[src/rf_switch_pkg.sv]
// constants and types for the rf switch register bank and its serial slave
package rf_switch_pkg;

    // ------------------------------------------------------------------
    // register addresses
    // ------------------------------------------------------------------
    localparam logic [7:0] ADDR_PATH   = 8'h00;
    localparam logic [7:0] ADDR_SPARE  = 8'h01;
    localparam logic [7:0] ADDR_STATUS = 8'h1A;
    localparam logic [7:0] ADDR_TRIG   = 8'h1C;

    // ------------------------------------------------------------------
    // reset values
    // ------------------------------------------------------------------
    localparam logic [7:0] RESET_PATH  = 8'h00;
    localparam logic [7:0] RESET_SPARE = 8'h00;
    localparam logic [2:0] RESET_MASK  = 3'h0;
    localparam logic [6:1] RESET_FLAGS = 6'h00;
    localparam logic [3:0] DEFAULT_USID = 4'h8;

    // ------------------------------------------------------------------
    // field positions
    // ------------------------------------------------------------------
    localparam int unsigned SRST_BIT      = 7;
    localparam int unsigned FLAG_CMD_PAR  = 6;
    localparam int unsigned FLAG_LEN      = 5;
    localparam int unsigned FLAG_ADDR_PAR = 4;
    localparam int unsigned FLAG_DATA_PAR = 3;
    localparam int unsigned FLAG_RD_BAD   = 2;
    localparam int unsigned FLAG_WR_BAD   = 1;
    localparam int unsigned TRIG_LO       = 0;
    localparam int unsigned MASK_LO       = 3;
    localparam int unsigned TRIG_W        = 3;
    localparam int unsigned ROUTE_W       = 4;
    localparam logic [2:0]  MASK_ALL      = 3'h7;

    // ------------------------------------------------------------------
    // frame layout: slave id, payload byte, odd parity
    // ------------------------------------------------------------------
    localparam int unsigned FRAME_SA_HI  = 12;
    localparam int unsigned FRAME_SA_LO  = 9;
    localparam int unsigned FRAME_PAY_HI = 8;
    localparam int unsigned FRAME_PAY_LO = 1;
    localparam logic [3:0]  CMD_FRAME_BITS  = 4'hD;
    localparam logic [3:0]  BYTE_FRAME_BITS = 4'h9;
    localparam logic [3:0]  RD_END_CNT      = 4'hA;

    // ------------------------------------------------------------------
    // command codes
    // ------------------------------------------------------------------
    localparam int unsigned CMD_REG0_BIT = 7;
    localparam logic [2:0]  CMD_WR_TAG   = 3'h2;
    localparam logic [2:0]  CMD_RD_TAG   = 3'h3;
    localparam logic [7:0]  CMD_EXT_WR   = 8'h00;
    localparam logic [7:0]  CMD_EXT_RD   = 8'h20;

    // ------------------------------------------------------------------
    // one-hot routes
    // ------------------------------------------------------------------
    localparam logic [3:0] ROUTE_ISOLATE = 4'h0;
    localparam logic [3:0] ROUTE_ONE     = 4'h1;
    localparam logic [3:0] ROUTE_TWO     = 4'h2;
    localparam logic [3:0] ROUTE_THREE   = 4'h4;
    localparam logic [3:0] ROUTE_FOUR    = 4'h8;

    // ------------------------------------------------------------------
    // state types
    // ------------------------------------------------------------------
    typedef enum logic [2:0] {
        ST_IDLE, ST_CMD, ST_ADDR, ST_WDATA, ST_RPARK, ST_RDATA, ST_DONE
    } link_state_t;

    typedef struct packed {
        link_state_t st;
        logic [3:0]  cnt;
        logic [12:0] sh;
        logic [7:0]  addr;
        logic        is_read;
        logic        rd_status;
        logic [8:0]  rd_word;
        logic        sclk_d;
        logic        sdata_d;
        logic [7:0]  path_select_reg;
        logic [7:0]  spare_scratch_reg;
        logic [7:0]  shadow_path;
        logic [7:0]  shadow_spare;
        logic [2:0]  trigger_disable_bits;
        logic [6:1]  flags;
        logic [3:0]  rf_en;
        logic        sdata_o;
        logic        sdata_oe;
    } core_state_t;

endpackage

[src/link_sync.sv]
// two-flop synchroniser for link pins
`timescale 1ns/1ps
module link_sync #(
    parameter int unsigned W = 2
) (
    input  wire logic         clk_in,
    input  wire logic         reset_n_in,
    input  wire logic [W-1:0] async_in,
    output logic [W-1:0]      sync_out
);
    typedef struct packed {
        logic [W-1:0] meta;
        logic [W-1:0] stable;
    } sync_state_t;

    sync_state_t s_r;
    sync_state_t s_nxt;

    // ------------------------------------------------------------------
    // next state: meta is read only by the stable stage
    // ------------------------------------------------------------------
    always_comb begin
        s_nxt.meta   = async_in;
        s_nxt.stable = s_r.meta;
    end

    // ------------------------------------------------------------------
    // registers
    // ------------------------------------------------------------------
    always_ff @(posedge clk_in) begin
        if (!reset_n_in) begin
            s_r <= '0;
        end else begin
            s_r <= s_nxt;
        end
    end

    assign sync_out = s_r.stable;
endmodule

[src/rf_switch_regs.sv]
// rf switch register bank with its two-wire serial slave
//
// Behaviour
// - path field is one-hot port select; zero isolates all and is reset.
// - path and spare registers belong to triggers zero to two.
// - writing one to status bit 7 starts a software reset.
// - software reset clears status and all user registers to reset values.
// - software reset bit always reads as zero.
// - command frame parity error sets status bit 6.
// - sequence of wrong bit or frame count sets status bit 5.
// - address frame parity error sets status bit 4.
// - data frame parity error sets status bit 3.
// - read to an unimplemented address sets status bit 2.
// - write to an unimplemented address sets status bit 1.
// - enabled trigger sends writes to shadows; setting trigger loads them, self-clears.
// - trigger mask bit disables trigger; direct write only when all masked.
// - reading the status register clears its flags after data returns.
`timescale 1ns/1ps
module rf_switch_regs
    import rf_switch_pkg::*;
#(
    parameter logic [3:0] USID = DEFAULT_USID
) (
    input  wire logic        clk_in,
    input  wire logic        reset_n_in,
    input  wire logic        sclk_in,
    input  wire logic        sdata_in,
    output logic             sdata_out,
    output logic             sdata_oe_out,
    output logic [3:0]       rf_port_en_out
);
    core_state_t s;
    core_state_t s_nxt;
    logic [1:0]  pins_sync;
    logic        sclk_s;
    logic        sdata_s;
    logic        sclk_rise;
    logic        sclk_fall;
    logic        ssc;
    logic        do_wr;
    logic [7:0]  wa;
    logic [7:0]  wd;
    logic        srst;
    logic        clr_ev;
    logic [6:1]  fset;

    // ------------------------------------------------------------------
    // pin synchroniser and edge detection
    // ------------------------------------------------------------------
    link_sync #(.W(2)) u_sync (
        .clk_in     (clk_in),
        .reset_n_in (reset_n_in),
        .async_in   ({sclk_in, sdata_in}),
        .sync_out   (pins_sync)
    );

    assign sclk_s    = pins_sync[1];
    assign sdata_s   = pins_sync[0];
    assign sclk_rise = sclk_s & ~s.sclk_d;
    assign sclk_fall = ~sclk_s & s.sclk_d;
    // start condition: data pulse falls while clock is low
    assign ssc       = ~sdata_s & s.sdata_d & ~sclk_s & ~s.sdata_oe;

    function automatic logic addr_ok(input logic [7:0] a);
        return (a == ADDR_PATH) || (a == ADDR_SPARE) || (a == ADDR_STATUS) || (a == ADDR_TRIG);
    endfunction

    function automatic logic [7:0] read_mux(input core_state_t c, input logic [7:0] a);
        logic [7:0] v;
        v = 8'h00;
        unique case (a)
            ADDR_PATH:   v = c.path_select_reg;
            ADDR_SPARE:  v = c.spare_scratch_reg;
            ADDR_STATUS: v = {1'b0, c.flags, 1'b0};
            ADDR_TRIG:   v[MASK_LO +: TRIG_W] = c.trigger_disable_bits;
            default:     v = 8'h00;
        endcase
        return v;
    endfunction

    function automatic logic [3:0] route(input logic [3:0] p);
        logic [3:0] r;
        r = ROUTE_ISOLATE;
        unique case (p)
            ROUTE_ONE, ROUTE_TWO, ROUTE_THREE, ROUTE_FOUR: r = p;
            default: r = ROUTE_ISOLATE;
        endcase
        return r;
    endfunction

    // ------------------------------------------------------------------
    // sequence decoder and register update
    // ------------------------------------------------------------------
    always_comb begin
        s_nxt   = s;
        do_wr   = 1'b0;
        wa      = 8'h00;
        wd      = 8'h00;
        srst    = 1'b0;
        clr_ev  = 1'b0;
        fset    = '0;
        s_nxt.sclk_d  = sclk_s;
        s_nxt.sdata_d = sdata_s;
        if (sclk_fall) begin
            s_nxt.sh = {s.sh[11:0], sdata_s};
        end
        unique case (s.st)
            ST_IDLE: ;
            ST_CMD, ST_ADDR, ST_WDATA: begin
                if (sclk_fall) begin
                    s_nxt.cnt = s.cnt + 4'h1;
                end
            end
            ST_RPARK: begin
                if (sclk_rise) begin
                    s_nxt.st  = ST_RDATA;
                    s_nxt.cnt = 4'h0;
                end
            end
            ST_RDATA: begin
                if (sclk_rise && s.cnt != RD_END_CNT) begin
                    s_nxt.sdata_o  = s.rd_word[8]; // trailing zero is the park bit
                    s_nxt.sdata_oe = 1'b1;
                    s_nxt.rd_word  = {s.rd_word[7:0], 1'b0};
                    s_nxt.cnt      = s.cnt + 4'h1;
                end else if (sclk_fall && s.cnt == RD_END_CNT) begin
                    s_nxt.sdata_oe = 1'b0;
                    s_nxt.sdata_o  = 1'b0;
                    s_nxt.st       = ST_IDLE;
                    clr_ev         = s.rd_status;
                end
            end
            ST_DONE: begin
                if (sclk_fall) begin
                    if (s.cnt == 4'h0) begin
                        s_nxt.cnt = 4'h1;
                    end else begin
                        fset[FLAG_LEN] = 1'b1;
                        s_nxt.st       = ST_IDLE;
                    end
                end
            end
        endcase

        // complete frames
        if (s.st == ST_CMD && s_nxt.cnt == CMD_FRAME_BITS) begin
            s_nxt.cnt = 4'h0;
            s_nxt.st  = ST_IDLE;
            if (!(^s_nxt.sh)) begin
                fset[FLAG_CMD_PAR] = 1'b1;
            end else if (s_nxt.sh[FRAME_SA_HI:FRAME_SA_LO] == USID) begin
                wd = s_nxt.sh[FRAME_PAY_HI:FRAME_PAY_LO];
                if (wd[CMD_REG0_BIT]) begin
                    do_wr    = 1'b1;
                    wa       = ADDR_PATH;
                    wd[CMD_REG0_BIT] = 1'b0;
                    s_nxt.st = ST_DONE;
                end else if (wd[7:5] == CMD_WR_TAG || wd[7:5] == CMD_RD_TAG) begin
                    s_nxt.addr    = {3'h0, wd[4:0]};
                    s_nxt.is_read = wd[5];
                    s_nxt.st      = wd[5] ? ST_RPARK : ST_WDATA;
                end else if (wd == CMD_EXT_WR || wd == CMD_EXT_RD) begin
                    s_nxt.is_read = (wd == CMD_EXT_RD);
                    s_nxt.st      = ST_ADDR;
                end
            end
        end else if (s.st == ST_ADDR && s_nxt.cnt == BYTE_FRAME_BITS) begin
            s_nxt.cnt = 4'h0;
            if (!(^s_nxt.sh[8:0])) begin
                fset[FLAG_ADDR_PAR] = 1'b1;
                s_nxt.st = ST_IDLE;
            end else begin
                s_nxt.addr = s_nxt.sh[FRAME_PAY_HI:FRAME_PAY_LO];
                s_nxt.st   = s.is_read ? ST_RPARK : ST_WDATA;
            end
        end else if (s.st == ST_WDATA && s_nxt.cnt == BYTE_FRAME_BITS) begin
            s_nxt.cnt = 4'h0;
            s_nxt.st  = ST_DONE;
            if (!(^s_nxt.sh[8:0])) begin
                fset[FLAG_DATA_PAR] = 1'b1;
                s_nxt.st = ST_IDLE;
            end else if (addr_ok(s.addr)) begin
                do_wr = 1'b1;
                wa    = s.addr;
                wd    = s_nxt.sh[FRAME_PAY_HI:FRAME_PAY_LO];
            end else begin
                fset[FLAG_WR_BAD] = 1'b1;
            end
        end

        // latch read word when entering the park cycle
        if (s_nxt.st == ST_RPARK && s.st != ST_RPARK) begin
            s_nxt.rd_word   = {read_mux(s, s_nxt.addr), ~^read_mux(s, s_nxt.addr)};
            s_nxt.rd_status = (s_nxt.addr == ADDR_STATUS);
            fset[FLAG_RD_BAD] = !addr_ok(s_nxt.addr);
        end

        // start condition restarts; mid-sequence start is a length fault
        if (ssc) begin
            if (s.st != ST_IDLE && s.st != ST_DONE) begin
                fset[FLAG_LEN] = 1'b1;
            end
            s_nxt.st       = ST_CMD;
            s_nxt.cnt      = 4'h0;
            s_nxt.sdata_oe = 1'b0;
        end

        // register writes through trigger shadows
        if (do_wr) begin
            unique case (wa)
                ADDR_PATH: begin
                    if (s.trigger_disable_bits == MASK_ALL) begin
                        s_nxt.path_select_reg = wd;
                    end else begin
                        s_nxt.shadow_path = wd;
                    end
                end
                ADDR_SPARE: begin
                    if (s.trigger_disable_bits == MASK_ALL) begin
                        s_nxt.spare_scratch_reg = wd;
                    end else begin
                        s_nxt.shadow_spare = wd;
                    end
                end
                ADDR_STATUS: srst = wd[SRST_BIT];
                ADDR_TRIG: begin
                    s_nxt.trigger_disable_bits = wd[MASK_LO +: TRIG_W];
                    // mask updates before triggers fire; triggers never stored
                    if (|(wd[TRIG_LO +: TRIG_W] & ~wd[MASK_LO +: TRIG_W])) begin
                        s_nxt.path_select_reg   = s.shadow_path;
                        s_nxt.spare_scratch_reg = s.shadow_spare;
                    end
                end
                default: ;
            endcase
        end

        // software reset, read clear, then sets win
        if (srst) begin
            s_nxt.path_select_reg      = RESET_PATH;
            s_nxt.spare_scratch_reg    = RESET_SPARE;
            s_nxt.shadow_path          = RESET_PATH;
            s_nxt.shadow_spare         = RESET_SPARE;
            s_nxt.trigger_disable_bits = RESET_MASK;
            s_nxt.flags                = RESET_FLAGS;
        end else if (clr_ev) begin
            s_nxt.flags = RESET_FLAGS;
        end
        s_nxt.flags = s_nxt.flags | fset;
        s_nxt.rf_en = route(s_nxt.path_select_reg[ROUTE_W-1:0]);
    end

    // ------------------------------------------------------------------
    // state register
    // ------------------------------------------------------------------
    always_ff @(posedge clk_in) begin
        if (!reset_n_in) begin
            s <= '{st: ST_IDLE, path_select_reg: RESET_PATH, spare_scratch_reg: RESET_SPARE,
                   shadow_path: RESET_PATH, shadow_spare: RESET_SPARE,
                   trigger_disable_bits: RESET_MASK, flags: RESET_FLAGS,
                   rf_en: ROUTE_ISOLATE, default: '0};
        end else begin
            s <= s_nxt;
        end
    end

    assign sdata_out      = s.sdata_o;
    assign sdata_oe_out   = s.sdata_oe;
    assign rf_port_en_out = s.rf_en;
endmodule

[config.mk]
export PLATFORM = sky130hd
export DESIGN_NAME = rf_switch_regs
export DESIGN_NICKNAME = d
export VERILOG_FILES = /design/src/rf_switch_pkg.sv /design/src/link_sync.sv /design/src/rf_switch_regs.sv
export SDC_FILE = /design/constraint.sdc
export NUM_CORES = 1
export LEC_CHECK = 0
export BUFFER_PORTS_ARGS = -buffer_cell sky130_fd_sc_hd__buf_2
export CORE_ASPECT_RATIO = 2
export CORE_MARGIN = 10
export CORE_UTILIZATION = 25
export CTS_CLUSTER_DIAMETER = 200
export DETAILED_ROUTE_END_ITERATION = 10
export PLACE_DENSITY_LB_ADDON = 0.15
export SYNTH_ARGS = -nofsm -noshare
export SYNTH_HDL_FRONTEND = slang
export SYNTH_HIERARCHICAL = 1
export SYNTH_SLANG_ARGS = --single-unit
[constraint.sdc]
create_clock -name clk_in -period 5.9 [get_ports clk_in]
set_input_delay 1.18 -clock clk_in [delete_from_list [all_inputs] [get_ports clk_in]]
set_output_delay 1.18 -clock clk_in [all_outputs]
set_load 0.1 [all_outputs]
==> impl_metrics.env <==
export IMPL_run_status="completed"
export IMPL_critPathMaxStageDelay_ps=520
export IMPL_skew_ps=9.79
export IMPL_synth_seq_cells=92
export IMPL_syn_avg_cell_area_um2=7.98
export IMPL_cts_tree="yes"
export IMPL_ctsHtreeMaxLevel=3
export IMPL_layout_drive_gt1_share_pct=9.92
export IMPL_clock_fmax_mhz=185
export IMPL_mostFrequentLayoutCells="dfxtp_1, nand2_1, nor2_1"
export IMPL_die_area_mm2=0.0269
export IMPL_core_mm2=0.0203
export IMPL_post_route_period_util_pct=91.9
export IMPL_period_needed_ps=5420
export IMPL_rsz0062_at_grt="no"
export IMPL_hold_depth=1
export IMPL_syn_num_nets=650
export IMPL_path_class="register to register"
export IMPL_clk_pin_slew_worst_paths_ps=70
export IMPL_worst_pin_slew_ps=840
export IMPL_num_io_pins=10
export IMPL_timing_rr_start="s[48]"
export IMPL_worstPathRequired_ps=6150
export IMPL_syn_inst=641
export IMPL_hold_class="register to register"
export IMPL_total_leakage_power_nw=2.08
export IMPL_num_antenna_cells=0
export IMPL_drc_errors=0
export IMPL_num_fill_cells=2234
export IMPL_synth_area_mm2=0.00511
export IMPL_crit_family="XOR/XNOR gates"
export IMPL_ctsHoldBuffers=0
export IMPL_maxCapViolCount=0
export IMPL_layout_commonest_cell="dfxtp_1"
export IMPL_worst_path_buf_inv=1
export IMPL_numPlacedInstances=895
export IMPL_slew_headroom_pct=43.6
export IMPL_dp_hpwl_mm=13.7
export IMPL_slew_violations=0
export IMPL_post_drt_wl_per_cell_um=19.5
export IMPL_drtIter0Drc=211
export IMPL_crit_path_cell_trace="nor2b_1 -> buf_4 -> nand2_1 -> nand2_1 -> ha_1 -> xnor2_1 -> xnor3_1 -> xnor2_1 -> xnor2_1 -> a22oi_1 -> nor2_2 -> mux2_2 -> a22o_1 -> and3_1 -> a211oi_1 -> xnor2_1 -> xnor2_1 -> o21ai_1"
export IMPL_rr_endpoint="s[49]"
export IMPL_cts_buffers_inserted=9
export IMPL_async_flop_share_pct=0
export IMPL_cp_depth=18
export IMPL_hold_violations=0
export IMPL_die_x_um=121
export IMPL_cp_max_fo=18
export IMPL_layout_nets=649
export IMPL_multi_input_area_mm2=0.00303
export IMPL_ff_latch_area_mm2=0.00184
export IMPL_pwr_density_cell_mw_per_mm2=219
export IMPL_postCtsSetupRepairBufs=0
export IMPL_p_total_w=0.00125
export IMPL_via_count=4688
export IMPL_start_util_pct=25.2
export IMPL_peakVddDrop_v=0.000113
export IMPL_holdPathEnd="u_sync/sync_out[0]"
export IMPL_yosys_warnings=6
export IMPL_overflow=0
export IMPL_clk_latency_ps=360
export IMPL_wl_mm=17.8
export IMPL_arrival_ps=5670
export IMPL_ff2ff_path_depth=18
export IMPL_tns_ps=0
export IMPL_portBuffers=9
export IMPL_cts_path_max_buffers=2
export IMPL_ys_types=74
export IMPL_crit_slowest_cell="nor2_2"
export IMPL_antenna_found_initial=0
export IMPL_clkSinkCount=92
export IMPL_synthFlopType="dfxtp_1"
export IMPL_hold_start="u_sync/s_nxt[0]"
export IMPL_synth_edf_count=0
export IMPL_path_common_cell="xnor2_1"
export IMPL_grt_max_degree=43
export IMPL_die_y_um=222
export IMPL_drtAntennaViolNets=0
export IMPL_syn_to_final_growth_pct=11.7
export IMPL_cp_start_kind="register"
export IMPL_first_global_vias=4782
export IMPL_ctsResizeCount=0
export IMPL_via_per_inst=5.15
export IMPL_rows=74
export IMPL_setup_viol=0
export IMPL_cts_root_buf="clkbuf_16"
export IMPL_grt_use_total_pct=13.3
export IMPL_routabilityCongestion=0.931
export IMPL_dr_pass1_iters=6
export IMPL_ys_seq_area_share_pct=36.0
export IMPL_crit_path_end_kind="register"
export IMPL_timing_reg2reg_setup_slack_ps=480
export IMPL_grt_pass1_wl_mm=27.2
export IMPL_final_cells=911
[cells by family (layout without fill, tap and decap cells)]
logic type      Yosys count  in the layout  synth area share (%)
xor+xnor                 19             19                  3.52
fa+ha+maj                 5              5                  1.22
compound gates          158            158                  20.5
flops                    92             92                  36.0
buf+inv                  48             52                  4.72
simple gates            291            291                  28.5
mux                      28             28                  5.50
[Yosys cell counts (8+ instances only)]
cell type  number  area share, %
o21ai_0        30            2.9
dfxtp_1        92             36
clkbuf_1       19            1.4
a22oi_1        10            1.5
nor2_1         78            5.7
inv_1           9           0.66
and2_1         11            1.3
nor3_1         29            2.8
nand2_1        87            6.4
or3_1           8           0.98
a21oi_1        45            4.4
mux2i_1        27            5.3
xnor2_1        18            3.1
nand3_1        17            1.7
nor2b_1        18            2.2
[worst max path at each step]
| stage | end | from |
|---|---|---|
| floorplan | s[49] | s[48] |
| global placement | s[49] | s[48] |
| detailed placement | s[49] | s[48] |
| CTS | s[49] | s[48] |
| global route | s[49] | s[48] |
| finish | s[49] | s[48] |
[state kept, by name, indices dropped and copies added, names as in the netlist]
name and flops:
rf_port_en_out 4, s 82, sdata_oe_out 1, sdata_out 1
u_sync/s_nxt 2, u_sync/sync_out 2
[layout make-up]
cell class,instances,share of cell area (%)
inverter,12,0.788
sequential,92,32.2
multi-input combinational,501,53.1
clock inverter,5,1.07
timing repair buffer,24,2.76
tap,266,5.83
clock buffer,11,4.25
[metrics by stage]
step                worst slack (ps)  instance area [um^2]  utilization, %  hold WS (ps)
global route                    91.4                  5710            28.2           456
detailed placement               512                  5410            26.7           434
CTS                              466                  5710            28.2           445
finish                           481                  5710            28.2           438
global placement                 689                  5410            26.7           434
floorplan                       1270                  5110               -           412
[power breakdown]
part | internal, W | switching (W)
Combinational | 0.00000669 | 0.0000184
Sequential | 0.000622 | 0.00000229
Clock | 0.000341 | 0.000261
[per-layer routing]
layer  global-route usage (%)  vias to the layer above  share of wire, %
li1                         -                     2279                 -
met5                        0                        -                 0
met3                     1.65                       51               2.2
met1                     11.8                     2249                34
met2                     25.5                      109                56
met4                     10.5                        0               7.2
(Power assumes the default switching activity.)
